**config.mk**
```make
export PLATFORM = sky130hd
export DESIGN_NAME = global_option_config_regs
export DESIGN_NICKNAME = d
export VERILOG_FILES = /design/src/hdl/gopt_pkg.sv /design/src/hdl/led_ctrl_if.sv /design/src/hdl/global_option_config_regs.sv /design/src/hdl/led_blinker.sv
export SDC_FILE = /design/constraint.sdc
export NUM_CORES = 1
export LEC_CHECK = 0
export ABC_AREA = 1
export BUFFER_PORTS_ARGS = -buffer_cell sky130_fd_sc_hd__buf_2
export CELL_PAD_IN_SITES_DETAIL_PLACEMENT = 1
export CELL_PAD_IN_SITES_GLOBAL_PLACEMENT = 2
export CORE_MARGIN = 4
export CORE_UTILIZATION = 33
export CTS_BUF_LIST = sky130_fd_sc_hd__clkbuf_4
export DETAILED_ROUTE_END_ITERATION = 8
export GPL_TIMING_DRIVEN = 0
export PLACE_DENSITY_LB_ADDON = 0.1
export SKIP_CTS_REPAIR_TIMING = 1
export SLEW_MARGIN = 20
export SYNTH_ARGS = -nofsm -noshare
export SYNTH_HDL_FRONTEND = slang
export SYNTH_HIERARCHICAL = 1
export SYNTH_SLANG_ARGS = --single-unit
```
**constraint.sdc**
```tcl
create_clock -name clk -period 2.9 [get_ports clk]
set_input_delay 0.145 -clock clk [delete_from_list [all_inputs] [get_ports clk]]
set_output_delay 0.145 -clock clk [all_outputs]
set_load 0.01 [all_outputs]
```
**src/hdl/gopt_pkg.sv**
```systemverilog
package gopt_pkg;

  // Configuration port pair and keys
  localparam logic [15:0] PORT_BASE_LOW   = 16'h002e;
  localparam logic [15:0] PORT_BASE_HIGH  = 16'h004e;
  localparam logic [15:0] DATA_PORT_STEP  = 16'h0001;
  localparam logic [7:0]  ENTRY_KEY       = 8'h87;
  localparam logic [7:0]  EXIT_KEY        = 8'haa;

  // Register indexes
  localparam logic [7:0]  IDX_FLOPPY_STRAP = 8'h24;
  localparam logic [7:0]  IDX_TRISTATE     = 8'h25;
  localparam logic [7:0]  IDX_PORT_LOCK    = 8'h26;
  localparam logic [7:0]  IDX_RSVD_27      = 8'h27;
  localparam logic [7:0]  IDX_SERIAL_PMODE = 8'h28;
  localparam logic [7:0]  IDX_OUTTYPE_LED  = 8'h29;

  // Writable bits; everything else reads zero
  localparam logic [7:0]  MASK_FLOPPY_STRAP = 8'h02;
  localparam logic [7:0]  MASK_TRISTATE     = 8'h39;
  localparam logic [7:0]  MASK_PORT_LOCK    = 8'h6f;
  localparam logic [7:0]  MASK_SERIAL_PMODE = 8'hf7;
  localparam logic [7:0]  MASK_OUTTYPE_LED  = 8'hfe;

  // Reset values, strapped bits excluded
  localparam logic [7:0]  RST_TRISTATE      = 8'h00;
  localparam logic [7:0]  RST_PORT_LOCK     = 8'h00;
  localparam logic [7:0]  RST_SERIAL_PMODE  = 8'h00;
  localparam logic [7:0]  RST_OUTTYPE_LED   = 8'h00;

  // Field positions
  localparam int FLOPPY_DIS_BIT   = 1;
  localparam int TRI_FLOPPY_BIT   = 0;
  localparam int TRI_PARALLEL_BIT = 3;
  localparam int TRI_SERIAL1_BIT  = 4;
  localparam int TRI_SERIAL2_BIT  = 5;
  localparam int PORT_SEL_BIT     = 6;
  localparam int LOCK_BIT         = 5;
  localparam int LEG_FLOPPY_BIT   = 3;
  localparam int LEG_PARALLEL_BIT = 2;
  localparam int LEG_SERIAL1_BIT  = 1;
  localparam int LEG_SERIAL2_BIT  = 0;
  localparam int LEG_SERIAL3_LSB  = 4;
  localparam int PMODE_LSB        = 0;
  localparam int PMODE_TOP_BIT    = 2;
  localparam int GPIO3_TYPE_BIT   = 3;
  localparam int GPIO4_TYPE_BIT   = 4;
  localparam int GPIO5_TYPE_BIT   = 5;
  localparam int GPIO6_TYPE_BIT   = 7;
  localparam int ALARM_SEL_BIT    = 6;
  localparam int LED_MODE_LSB     = 1;

  // Power LED modes
  localparam logic [1:0] LED_MODE_FLOAT   = 2'h0;
  localparam logic [1:0] LED_MODE_LOW     = 2'h1;
  localparam logic [1:0] LED_MODE_1HZ     = 2'h2;
  localparam logic [1:0] LED_MODE_QUARTER = 2'h3;

  // Blink timing
  localparam int unsigned CLK_FREQ_HZ       = 250000000;
  localparam int unsigned LED_1HZ_HALF_MS   = 500;
  localparam int unsigned LED_1HZ_HALF_CYCLES =
    LED_1HZ_HALF_MS * (CLK_FREQ_HZ / 1000);
  localparam int FAST_PHASE_BIT    = 0;
  localparam int QUARTER_PHASE_BIT = 2;

  // Sizes
  localparam int SHARED_PINS  = 7;
  localparam int SERIAL_PORTS = 6;

endpackage : gopt_pkg

```
**src/hdl/led_ctrl_if.sv**
```systemverilog
`timescale 1ns/1ns
// Mode from the register bank, pin drive back from the blinker
interface led_ctrl_if;
  logic [1:0] mode;
  logic       ledOut;
  logic       ledOe;

  modport ctrl    (output mode, input ledOut, input ledOe);
  modport blinker (input mode, output ledOut, output ledOe);
endinterface : led_ctrl_if

```
**src/hdl/global_option_config_regs.sv**
```systemverilog
`timescale 1ns/1ns
module global_option_config_regs #(
  parameter int unsigned BLINK_HALF_CYCLES = gopt_pkg::LED_1HZ_HALF_CYCLES
) (
  // Clock and reset
  input  wire logic                      clk,
  input  wire logic                      rst_n,
  // Power-on straps
  input  wire logic                      floppyDisableStrap,
  input  wire logic                      portSelectStrap,
  // Configuration I/O port
  input  wire logic                      ioWrite,
  input  wire logic                      ioRead,
  input  wire logic [15:0]               ioAddr,
  input  wire logic [7:0]                ioWrData,
  output logic      [7:0]                ioRdData,
  output logic                           ioRdValid,
  output logic                           configOpen,
  // Shared pins, floppy side
  input  wire logic [gopt_pkg::SHARED_PINS-1:0] floppyPadOut,
  input  wire logic [gopt_pkg::SHARED_PINS-1:0] floppyPadOe,
  output logic      [gopt_pkg::SHARED_PINS-1:0] floppyPadIn,
  // Shared pins, serial6 and GPIO6 side
  input  wire logic [gopt_pkg::SHARED_PINS-1:0] altPadOut,
  input  wire logic [gopt_pkg::SHARED_PINS-1:0] altPadOe,
  output logic      [gopt_pkg::SHARED_PINS-1:0] altPadIn,
  // Shared pins, package side
  input  wire logic [gopt_pkg::SHARED_PINS-1:0] padIn,
  output logic      [gopt_pkg::SHARED_PINS-1:0] padOut,
  output logic      [gopt_pkg::SHARED_PINS-1:0] padOe,
  // Unit controls
  output logic                           floppyEnabled,
  output logic                           floppyTristate,
  output logic                           parallelTristate,
  output logic                           serial1Tristate,
  output logic                           serial2Tristate,
  // Interrupt selection gating
  input  wire logic                      floppyDorBit3,
  input  wire logic                      parallelCtrlBit4,
  input  wire logic [gopt_pkg::SERIAL_PORTS-1:0] serialHandshakeBit3,
  output logic                           floppyIrqGate,
  output logic                           parallelIrqGate,
  output logic      [gopt_pkg::SERIAL_PORTS-1:0] serialIrqGate,
  // Parallel mode and GPIO drive type
  output logic      [2:0]                parallelMode,
  output logic                           parallelModeNormal,
  output logic      [3:0]                gpioPushPull,
  // Monitor alarm pin
  input  wire logic                      overtempAlarm_n,
  input  wire logic                      mgmtInterrupt_n,
  output logic                           alarmPin_n,
  // Power LED pin
  output logic                           powerLedOut,
  output logic                           powerLedOe
);

  typedef enum logic [1:0] {CFG_IDLE, CFG_KEY_SEEN, CFG_OPEN} cfg_state_t;

  // Refuse a blink divider the blinker cannot serve
  if (BLINK_HALF_CYCLES < 2) begin : g_bad_blink
    $error("global_option_config_regs: BLINK_HALF_CYCLES below 2");
  end

  cfg_state_t state;
  cfg_state_t next_state;
  logic [7:0] cfgIndex;
  logic       floppyDis;
  logic [7:0] tristateReg;
  logic [7:0] portLockReg;
  logic [7:0] serialPmodeReg;
  logic [7:0] outTypeReg;

  // Port decode follows the strapped, writable port select
  wire        portSel   = portLockReg[gopt_pkg::PORT_SEL_BIT];
  wire [15:0] indexPort = portSel ? gopt_pkg::PORT_BASE_HIGH
                                  : gopt_pkg::PORT_BASE_LOW;
  wire [15:0] dataPort  = indexPort + gopt_pkg::DATA_PORT_STEP;
  wire        hitIndex  = ioAddr == indexPort;
  wire        hitData   = ioAddr == dataPort;
  wire        isOpen    = state == CFG_OPEN;
  wire        keyWrite  = ioWrite & hitIndex
                          & (ioWrData == gopt_pkg::ENTRY_KEY);

  // Lock blocks every register but the one holding the lock
  wire        lockIdx   = cfgIndex == gopt_pkg::IDX_PORT_LOCK;
  wire        accessOk  = ~portLockReg[gopt_pkg::LOCK_BIT] | lockIdx;
  wire        regWrite  = ioWrite & hitData & isOpen & accessOk;
  wire        idxWrite  = ioWrite & hitIndex & isOpen;

  // Per-register write strobes
  wire wrStrap  = regWrite & (cfgIndex == gopt_pkg::IDX_FLOPPY_STRAP);
  wire wrTri    = regWrite & (cfgIndex == gopt_pkg::IDX_TRISTATE);
  wire wrLock   = regWrite & lockIdx;
  wire wrPmode  = regWrite & (cfgIndex == gopt_pkg::IDX_SERIAL_PMODE);
  wire wrOut    = regWrite & (cfgIndex == gopt_pkg::IDX_OUTTYPE_LED);

  // Masked next values; reserved bits never store
  wire [7:0] strapView = {6'h00, floppyDis, 1'b0};
  wire [7:0] next_strapView =
    (strapView & ~gopt_pkg::MASK_FLOPPY_STRAP)
    | (ioWrData & gopt_pkg::MASK_FLOPPY_STRAP);
  wire [7:0] next_tristate =
    (tristateReg & ~gopt_pkg::MASK_TRISTATE)
    | (ioWrData & gopt_pkg::MASK_TRISTATE);
  wire [7:0] next_portLock =
    (portLockReg & ~gopt_pkg::MASK_PORT_LOCK)
    | (ioWrData & gopt_pkg::MASK_PORT_LOCK);
  wire [7:0] next_serialPmode =
    (serialPmodeReg & ~gopt_pkg::MASK_SERIAL_PMODE)
    | (ioWrData & gopt_pkg::MASK_SERIAL_PMODE);
  wire [7:0] next_outType =
    (outTypeReg & ~gopt_pkg::MASK_OUTTYPE_LED)
    | (ioWrData & gopt_pkg::MASK_OUTTYPE_LED);

  // Read selection; reserved and unmapped indexes read zero
  wire [7:0] regValue =
    (cfgIndex == gopt_pkg::IDX_FLOPPY_STRAP) ? strapView :
    (cfgIndex == gopt_pkg::IDX_TRISTATE)     ? tristateReg :
    lockIdx                                  ? portLockReg :
    (cfgIndex == gopt_pkg::IDX_SERIAL_PMODE) ? serialPmodeReg :
    (cfgIndex == gopt_pkg::IDX_OUTTYPE_LED)  ? outTypeReg :
    8'h00;
  wire [7:0] dataRead   = accessOk ? regValue : 8'h00;
  wire [7:0] next_rdData = hitIndex ? cfgIndex : dataRead;
  wire       next_rdValid = ioRead & isOpen & (hitIndex | hitData);

  // Entry by double key, exit by exit key at the index port
  always_comb
  begin
    next_state = state;
    case (state)
      CFG_IDLE:
        if (keyWrite)
          next_state = CFG_KEY_SEEN;
      CFG_KEY_SEEN:
        if (ioWrite)
          next_state = keyWrite ? CFG_OPEN : CFG_IDLE;
      CFG_OPEN:
        if (idxWrite && ioWrData == gopt_pkg::EXIT_KEY)
          next_state = CFG_IDLE;
      default:
        next_state = CFG_IDLE;
    endcase
  end

  // Entry state and index
  always_ff @(posedge clk)
  begin
    if (!rst_n)
    begin
      state    <= CFG_IDLE;
      cfgIndex <= 8'h00;
    end
    else
    begin
      state    <= next_state;
      cfgIndex <= (idxWrite && ioWrData != gopt_pkg::EXIT_KEY)
                  ? ioWrData : cfgIndex;
    end
  end

  // Strapped registers; straps are taken while reset is held
  always_ff @(posedge clk)
  begin
    if (!rst_n)
    begin
      floppyDis      <= floppyDisableStrap;
      portLockReg    <= gopt_pkg::RST_PORT_LOCK
                        | {1'b0, portSelectStrap, 6'h00};
    end
    else
    begin
      if (wrStrap)
        floppyDis <= next_strapView[gopt_pkg::FLOPPY_DIS_BIT];
      if (wrLock)
        portLockReg <= next_portLock;
    end
  end

  // Plain registers, reset to zero
  always_ff @(posedge clk)
  begin
    if (!rst_n)
    begin
      tristateReg    <= gopt_pkg::RST_TRISTATE;
      serialPmodeReg <= gopt_pkg::RST_SERIAL_PMODE;
      outTypeReg     <= gopt_pkg::RST_OUTTYPE_LED;
    end
    else
    begin
      if (wrTri)
        tristateReg <= next_tristate;
      if (wrPmode)
        serialPmodeReg <= next_serialPmode;
      if (wrOut)
        outTypeReg <= next_outType;
    end
  end

  // Read answer
  always_ff @(posedge clk)
  begin
    if (!rst_n)
    begin
      ioRdData   <= 8'h00;
      ioRdValid  <= 1'b0;
      configOpen <= 1'b0;
    end
    else
    begin
      ioRdData   <= next_rdValid ? next_rdData : 8'h00;
      ioRdValid  <= next_rdValid;
      configOpen <= next_state == CFG_OPEN;
    end
  end

  // Shared pin routing; floppy tristate floats its own drive
  wire floppyOn = ~floppyDis;
  wire [gopt_pkg::SHARED_PINS-1:0] floppyOeGated =
    floppyPadOe & {gopt_pkg::SHARED_PINS{~tristateReg[
      gopt_pkg::TRI_FLOPPY_BIT]}};
  wire [gopt_pkg::SHARED_PINS-1:0] next_padOut =
    floppyOn ? floppyPadOut : altPadOut;
  wire [gopt_pkg::SHARED_PINS-1:0] next_padOe =
    floppyOn ? floppyOeGated : altPadOe;
  wire [gopt_pkg::SHARED_PINS-1:0] idlePins = {gopt_pkg::SHARED_PINS{1'b1}};
  wire [gopt_pkg::SHARED_PINS-1:0] next_floppyIn =
    floppyOn ? padIn : idlePins;
  wire [gopt_pkg::SHARED_PINS-1:0] next_altIn =
    floppyOn ? idlePins : padIn;

  // Serial legacy disables, serial1 first
  wire [gopt_pkg::SERIAL_PORTS-1:0] serialLegacyDis = {
    serialPmodeReg[gopt_pkg::LEG_SERIAL3_LSB +: 4],
    portLockReg[gopt_pkg::LEG_SERIAL2_BIT],
    portLockReg[gopt_pkg::LEG_SERIAL1_BIT]};
  wire [gopt_pkg::SERIAL_PORTS-1:0] next_serialGate;

  // Disabled legacy mode ignores the unit bit and passes
  for (genvar i = 0; i < gopt_pkg::SERIAL_PORTS; i++) begin : g_serial
    assign next_serialGate[i] = serialLegacyDis[i]
                                | serialHandshakeBit3[i];
  end
  wire next_floppyGate = portLockReg[gopt_pkg::LEG_FLOPPY_BIT]
                         | floppyDorBit3;
  wire next_parallelGate = portLockReg[gopt_pkg::LEG_PARALLEL_BIT]
                           | parallelCtrlBit4;

  // Output type and alarm routing
  wire [3:0] next_pushPull = {
    outTypeReg[gopt_pkg::GPIO6_TYPE_BIT],
    outTypeReg[gopt_pkg::GPIO5_TYPE_BIT],
    outTypeReg[gopt_pkg::GPIO4_TYPE_BIT],
    outTypeReg[gopt_pkg::GPIO3_TYPE_BIT]};
  wire next_alarm = outTypeReg[gopt_pkg::ALARM_SEL_BIT]
                    ? mgmtInterrupt_n : overtempAlarm_n;
  wire [2:0] pmode = serialPmodeReg[gopt_pkg::PMODE_LSB +: 3];

  // Shared pin flops
  always_ff @(posedge clk)
  begin
    if (!rst_n)
    begin
      padOut        <= '0;
      padOe         <= '0;
      floppyPadIn   <= '1;
      altPadIn      <= '1;
      floppyEnabled <= 1'b0;
    end
    else
    begin
      padOut        <= next_padOut;
      padOe         <= next_padOe;
      floppyPadIn   <= next_floppyIn;
      altPadIn      <= next_altIn;
      floppyEnabled <= floppyOn;
    end
  end

  // Interface tristate flops
  always_ff @(posedge clk)
  begin
    if (!rst_n)
    begin
      floppyTristate   <= 1'b0;
      parallelTristate <= 1'b0;
      serial1Tristate  <= 1'b0;
      serial2Tristate  <= 1'b0;
    end
    else
    begin
      floppyTristate   <= tristateReg[gopt_pkg::TRI_FLOPPY_BIT];
      parallelTristate <= tristateReg[gopt_pkg::TRI_PARALLEL_BIT];
      serial1Tristate  <= tristateReg[gopt_pkg::TRI_SERIAL1_BIT];
      serial2Tristate  <= tristateReg[gopt_pkg::TRI_SERIAL2_BIT];
    end
  end

  // Interrupt selection gate flops
  always_ff @(posedge clk)
  begin
    if (!rst_n)
    begin
      floppyIrqGate   <= 1'b0;
      parallelIrqGate <= 1'b0;
      serialIrqGate   <= '0;
    end
    else
    begin
      floppyIrqGate   <= next_floppyGate;
      parallelIrqGate <= next_parallelGate;
      serialIrqGate   <= next_serialGate;
    end
  end

  // Mode, drive type and alarm flops
  always_ff @(posedge clk)
  begin
    if (!rst_n)
    begin
      parallelMode       <= 3'h0;
      parallelModeNormal <= 1'b0;
      gpioPushPull       <= 4'h0;
      alarmPin_n         <= 1'b1;
    end
    else
    begin
      parallelMode       <= pmode;
      parallelModeNormal <= ~pmode[gopt_pkg::PMODE_TOP_BIT];
      gpioPushPull       <= next_pushPull;
      alarmPin_n         <= next_alarm;
    end
  end

  // Power LED blinker
  led_ctrl_if ledBus ();
  assign ledBus.mode = outTypeReg[gopt_pkg::LED_MODE_LSB +: 2];

  led_blinker #(
    .HALF_CYCLES (BLINK_HALF_CYCLES)
  ) u_blinker (
    .clk   (clk),
    .rst_n (rst_n),
    .led   (ledBus.blinker)
  );

  // LED pin comes straight from the blinker flops
  assign powerLedOut = ledBus.ledOut;
  assign powerLedOe  = ledBus.ledOe;

endmodule : global_option_config_regs

```
**src/hdl/led_blinker.sv**
```systemverilog
`timescale 1ns/1ns
module led_blinker #(
  parameter int unsigned HALF_CYCLES = gopt_pkg::LED_1HZ_HALF_CYCLES
) (
  // Clock and reset
  input wire logic clk,
  input wire logic rst_n,
  // Mode and pin drive
  led_ctrl_if.blinker led
);

  localparam int unsigned CW = (HALF_CYCLES > 1) ? $clog2(HALF_CYCLES) : 1;
  localparam logic [CW-1:0] LAST = CW'(HALF_CYCLES - 1);

  // Refuse a divider that cannot make a half period
  if (HALF_CYCLES < 2) begin : g_bad_half
    $error("led_blinker: HALF_CYCLES must be at least 2");
  end

  logic [CW-1:0] divCount;
  logic [2:0]    phaseCount;
  logic          next_ledOut;
  logic          next_ledOe;

  // Half-second tick from the device clock
  wire           tick          = divCount == LAST;
  wire [CW-1:0]  next_divCount = tick ? '0 : divCount + 1'b1;
  wire [2:0]     next_phase    = tick ? phaseCount + 3'h1 : phaseCount;

  // Pin drive per mode
  always_comb
  begin
    next_ledOut = 1'b0;
    next_ledOe  = 1'b0;
    case (led.mode)
      gopt_pkg::LED_MODE_FLOAT:
      begin
        next_ledOut = 1'b0;
        next_ledOe  = 1'b0;
      end
      gopt_pkg::LED_MODE_LOW:
      begin
        next_ledOut = 1'b0;
        next_ledOe  = 1'b1;
      end
      gopt_pkg::LED_MODE_1HZ:
      begin
        next_ledOut = next_phase[gopt_pkg::FAST_PHASE_BIT];
        next_ledOe  = 1'b1;
      end
      default:
      begin
        next_ledOut = next_phase[gopt_pkg::QUARTER_PHASE_BIT];
        next_ledOe  = 1'b1;
      end
    endcase
  end

  // Divider, phase and pin flops
  always_ff @(posedge clk)
  begin
    if (!rst_n)
    begin
      divCount   <= '0;
      phaseCount <= 3'h0;
      led.ledOut <= 1'b0;
      led.ledOe  <= 1'b0;
    end
    else
    begin
      divCount   <= next_divCount;
      phaseCount <= next_phase;
      led.ledOut <= next_ledOut;
      led.ledOe  <= next_ledOe;
    end
  end

endmodule : led_blinker

```
==> reports/results.ini <==
[pwr]
p_switching_uw=881
share_comb_of_total_power=0.089
finalPower_mw=3.45
share_seq_of_total_power=0.524
p_int_mw=2.56
ir_drop_mv=0.264
powerDensity_nw_per_um2=471
switching_fraction_of_total_power=0.256
leak_nw=3.38
clock_power_share=0.387

[sta]
grt_setup_unrepaired=false
fin_crit_sh=0.717
tns_ps=0
min_period_ps=2080
slew_headroom=0.581
skew_ps=16.9
finalSetupViolations=0
timing_hold_violations_final=0
timing.fmax_mhz=481
number_of_pins_with_negative_max_slew_slack_in_the_final_report=0
tightestPinTransition_ps=629

[global_routing]
grt_antenna_before_repair=1
global_route.overflow_total=0
first_pass_grt_wire_length_um=27200
grt_use_total=0.189
grt_max_degree=17
first_global_vias=5441

[yosys]
synthDominantAreaCellType=dfxtp_1
yosysSeqAreaShare=0.469
post_synth.cell_area_avg_um2=7.31
synth_top_cell_area_share=0.458
post_synth_inst_count=748
yosys_warnings=6
synth_top_cells_by_area=dfxtp_1, nand2_1, nor2_1
ys_seq_elements=127
postSynthNetCount=825
synth.cell_area_um2=5470
synth_cell_types=38

[clock_tree]
tritoncts=built
cts-buffers-inserted=17
h-tree-depth=4
cts-root-buf=clkbuf_4
clk_path_buf_depth=2
clk_pin_slew_worst_paths_ps=120
cts_sinks=127
clk-insertion-delay-late_ps=560

[cells_and_area]
fillCellCount=2066
layout.core_utilization=0.456
stdcell_area_um2=7320
synthToLayoutAreaGrowth_pct=33.9
design.final.nets=1039
drive_gt1_frac=0.226

[worst_setup_path]
path_max_fanout=10
timing.critical_path.from_type=register
r2r_end=padOe[2]
timing.critical_path.required_ps=3400
worst_setup_path_startpoint=floppyDis
rr_worst_depth=4
critical_path.endpoint=padOe[2]
reg2reg_slack_ps=820
reg2reg_from=floppyDis
criticalPathCategory=reg2reg
cp-end-kind=register
arrival_worst_endpoint_ps=2580

[die]
die-height_um=137
cell_rows=46
die-width_um=137
starting_density_of_the_core=0.340
design.portCount=137
core_um2=16100
dieArea_um2=18700

[routing]
drt-initial-drc-count=163
ant_nets=0
route.final.wire_length_um=18700
routed_wire_length_per_instance_um=15.7
vias=5589
drt-vias-per-instance=4.68
dr.pass1.iters=4
detail_route.drc_violations=0

[placed_design]
gp_routability_congestion=0.856
detailed_place_hpwl_um=13800
placed_cell_area_um2=6420
numPortBuffers=136

[run]
drv_cap=0

[min_path]
worstHoldPathType=in2reg

[status]
run_status=complete, no violations

-- synthesized netlist by cell type --
| master | number |
|---|---|
| a211oi_1 | 1 |
| a21oi_1 | 37 |
| a22o_1 | 7 |
| a32o_1 | 7 |
| buf_1 | 2 |
| buf_2 | 1 |
| buf_4 | 2 |
| buf_6 | 4 |
| clkbuf_1 | 6 |
| dfxtp_1 | 125 |
| edfxtp_1 | 2 |
| ha_1 | 2 |
| inv_1 | 84 |
| inv_2 | 12 |
| nand2_1 | 211 |
| nand2_2 | 3 |
| nand2_4 | 3 |
| nand3_1 | 27 |
| nand3_2 | 6 |
| nand3b_1 | 7 |
| nand4_1 | 11 |
| nand4_2 | 1 |
| nand4_4 | 1 |
| nor2_1 | 122 |
| nor2_2 | 9 |
| nor2_4 | 5 |
| nor2_8 | 1 |
| nor3_1 | 10 |
| nor3_2 | 4 |
| nor3b_2 | 1 |
| nor4_1 | 1 |
| o211ai_1 | 3 |
| o21ai_0 | 18 |
| o21ai_1 | 2 |
| or2_0 | 1 |
| or2_2 | 1 |
| xnor2_1 | 2 |
| xor2_1 | 6 |
-- worst max-delay path, cell delays in order, from the launching register on --
cell,delay [ps]
edfxtp_1,430
nor2_1,330
clkbuf_1,460
a32o_1,240
dlygate4sd3_1,550
-- worst min path at each step --
| stage | from | to | slack [ps] | depth (start not counted) |
|---|---|---|---|---|
| 2_1_floorplan | padIn[0] | altPadIn[0] | 250 | 2 |
| 6_report | ioAddr[4] | ioRdValid | 50 | 4 |
| 4_1_cts | overtempAlarm_n | alarmPin_n | -290 | 3 |
| 3_3_place_gp | padIn[6] | floppyPadIn[6] | 340 | 3 |
| 5_1_grt | ioAddr[4] | ioRdValid | 40 | 4 |
| 3_5_place_dp | padIn[2] | floppyPadIn[2] | 340 | 3 |
-- stage by stage --
| stage | hold slack [ps] | setup WS, ps | cells |
|---|---|---|---|
| finish | 54.3 | 821 | 1194 |
| global route | 43.9 | 696 | 1192 |
| CTS | -288 | 1010 | 1132 |
| detailed placement | 341 | 1040 | 1100 |
| global placement | 339 | 1110 | 1100 |
| floorplan | 250 | 1430 | 748 |
-- cells by family after synthesis --
family          count (synthesis)  share of synthesized area
fa+ha+maj                       2                    0.00458
compound gates                 75                     0.0817
buf+inv                       111                     0.0833
flops                         127                      0.469
simple gates                  425                      0.349
xor+xnor                        8                     0.0128
-- per-layer routing --
layer | vias to the layer above | wire (um) | track usage
li1 | 2788 | - | -
met1 | 2640 | 7820 | 0.224
met2 | 124 | 9720 | 0.337
met3 | 37 | 686 | 0.0434
met4 | 0 | 467 | 0.0616
met5 | - | 0 | 0
-- cell type report --
class / instances / area, um^2 / share of cell area
Tap cell: 216 / 270 / 0.0369
Multi-Input combinational cell: 510 / 2450 / 0.334
Timing Repair Buffer: 195 / 1270 / 0.174
Sequential cell: 127 / 2560 / 0.350
Inverter: 96 / 360 / 0.0492
Buffer: 15 / 95.1 / 0.0130
Antenna cell: 3 / 7.51 / 0.00103
Clock buffer: 19 / 143 / 0.0195
Clock inverter: 13 / 163 / 0.0222
-- cell usage in the layout (no fill, tap or decap), types with 3 or more instances in the layout --
master,n
dlygate4sd3_1,59
nor2_1,122
nor3_1,10
nand2_4,3
nor2_2,9
inv_1,84
dfxtp_1,125
nand4_1,11
a21oi_1,37
inv_6,3
clkbuf_1,6
o211ai_1,3
o21ai_0,18
bufinv_16,3
clkinv_4,3
nor3_2,4
nor2_4,5
clkbuf_4,19
diode_2,3
xor2_1,6
nand3b_1,7
nand2_1,211
a32o_1,7
a22o_1,7
nand2_2,3
inv_2,12
nand3_2,6
buf_2,137
nand3_1,27
buf_6,4
-- registers in the layout (all words and copies together) (netlist names), 7 cells and up --
signal and flops:
floppyPadIn 7, altPadIn 7, serialPmodeReg 7, padOe 7, u_blinker/divCount 27, ioRdData 8
outTypeReg 7, padOut 7, cfgIndex 8
-- power by group through the flow --
stage | registers, mW | clock network [mW] | logic, mW
6_report | 1.81 | 1.33 | 0.307
5_1_grt | 1.81 | 1.45 | 0.338
4_1_cts | 1.81 | 1.38 | 0.236
3_5_place_dp | 1.85 | 0 | 0.235
3_3_place_gp | 1.84 | 0 | 0.229
2_1_floorplan | 1.86 | 0 | 0.0788
(Power assumes the default switching activity.)
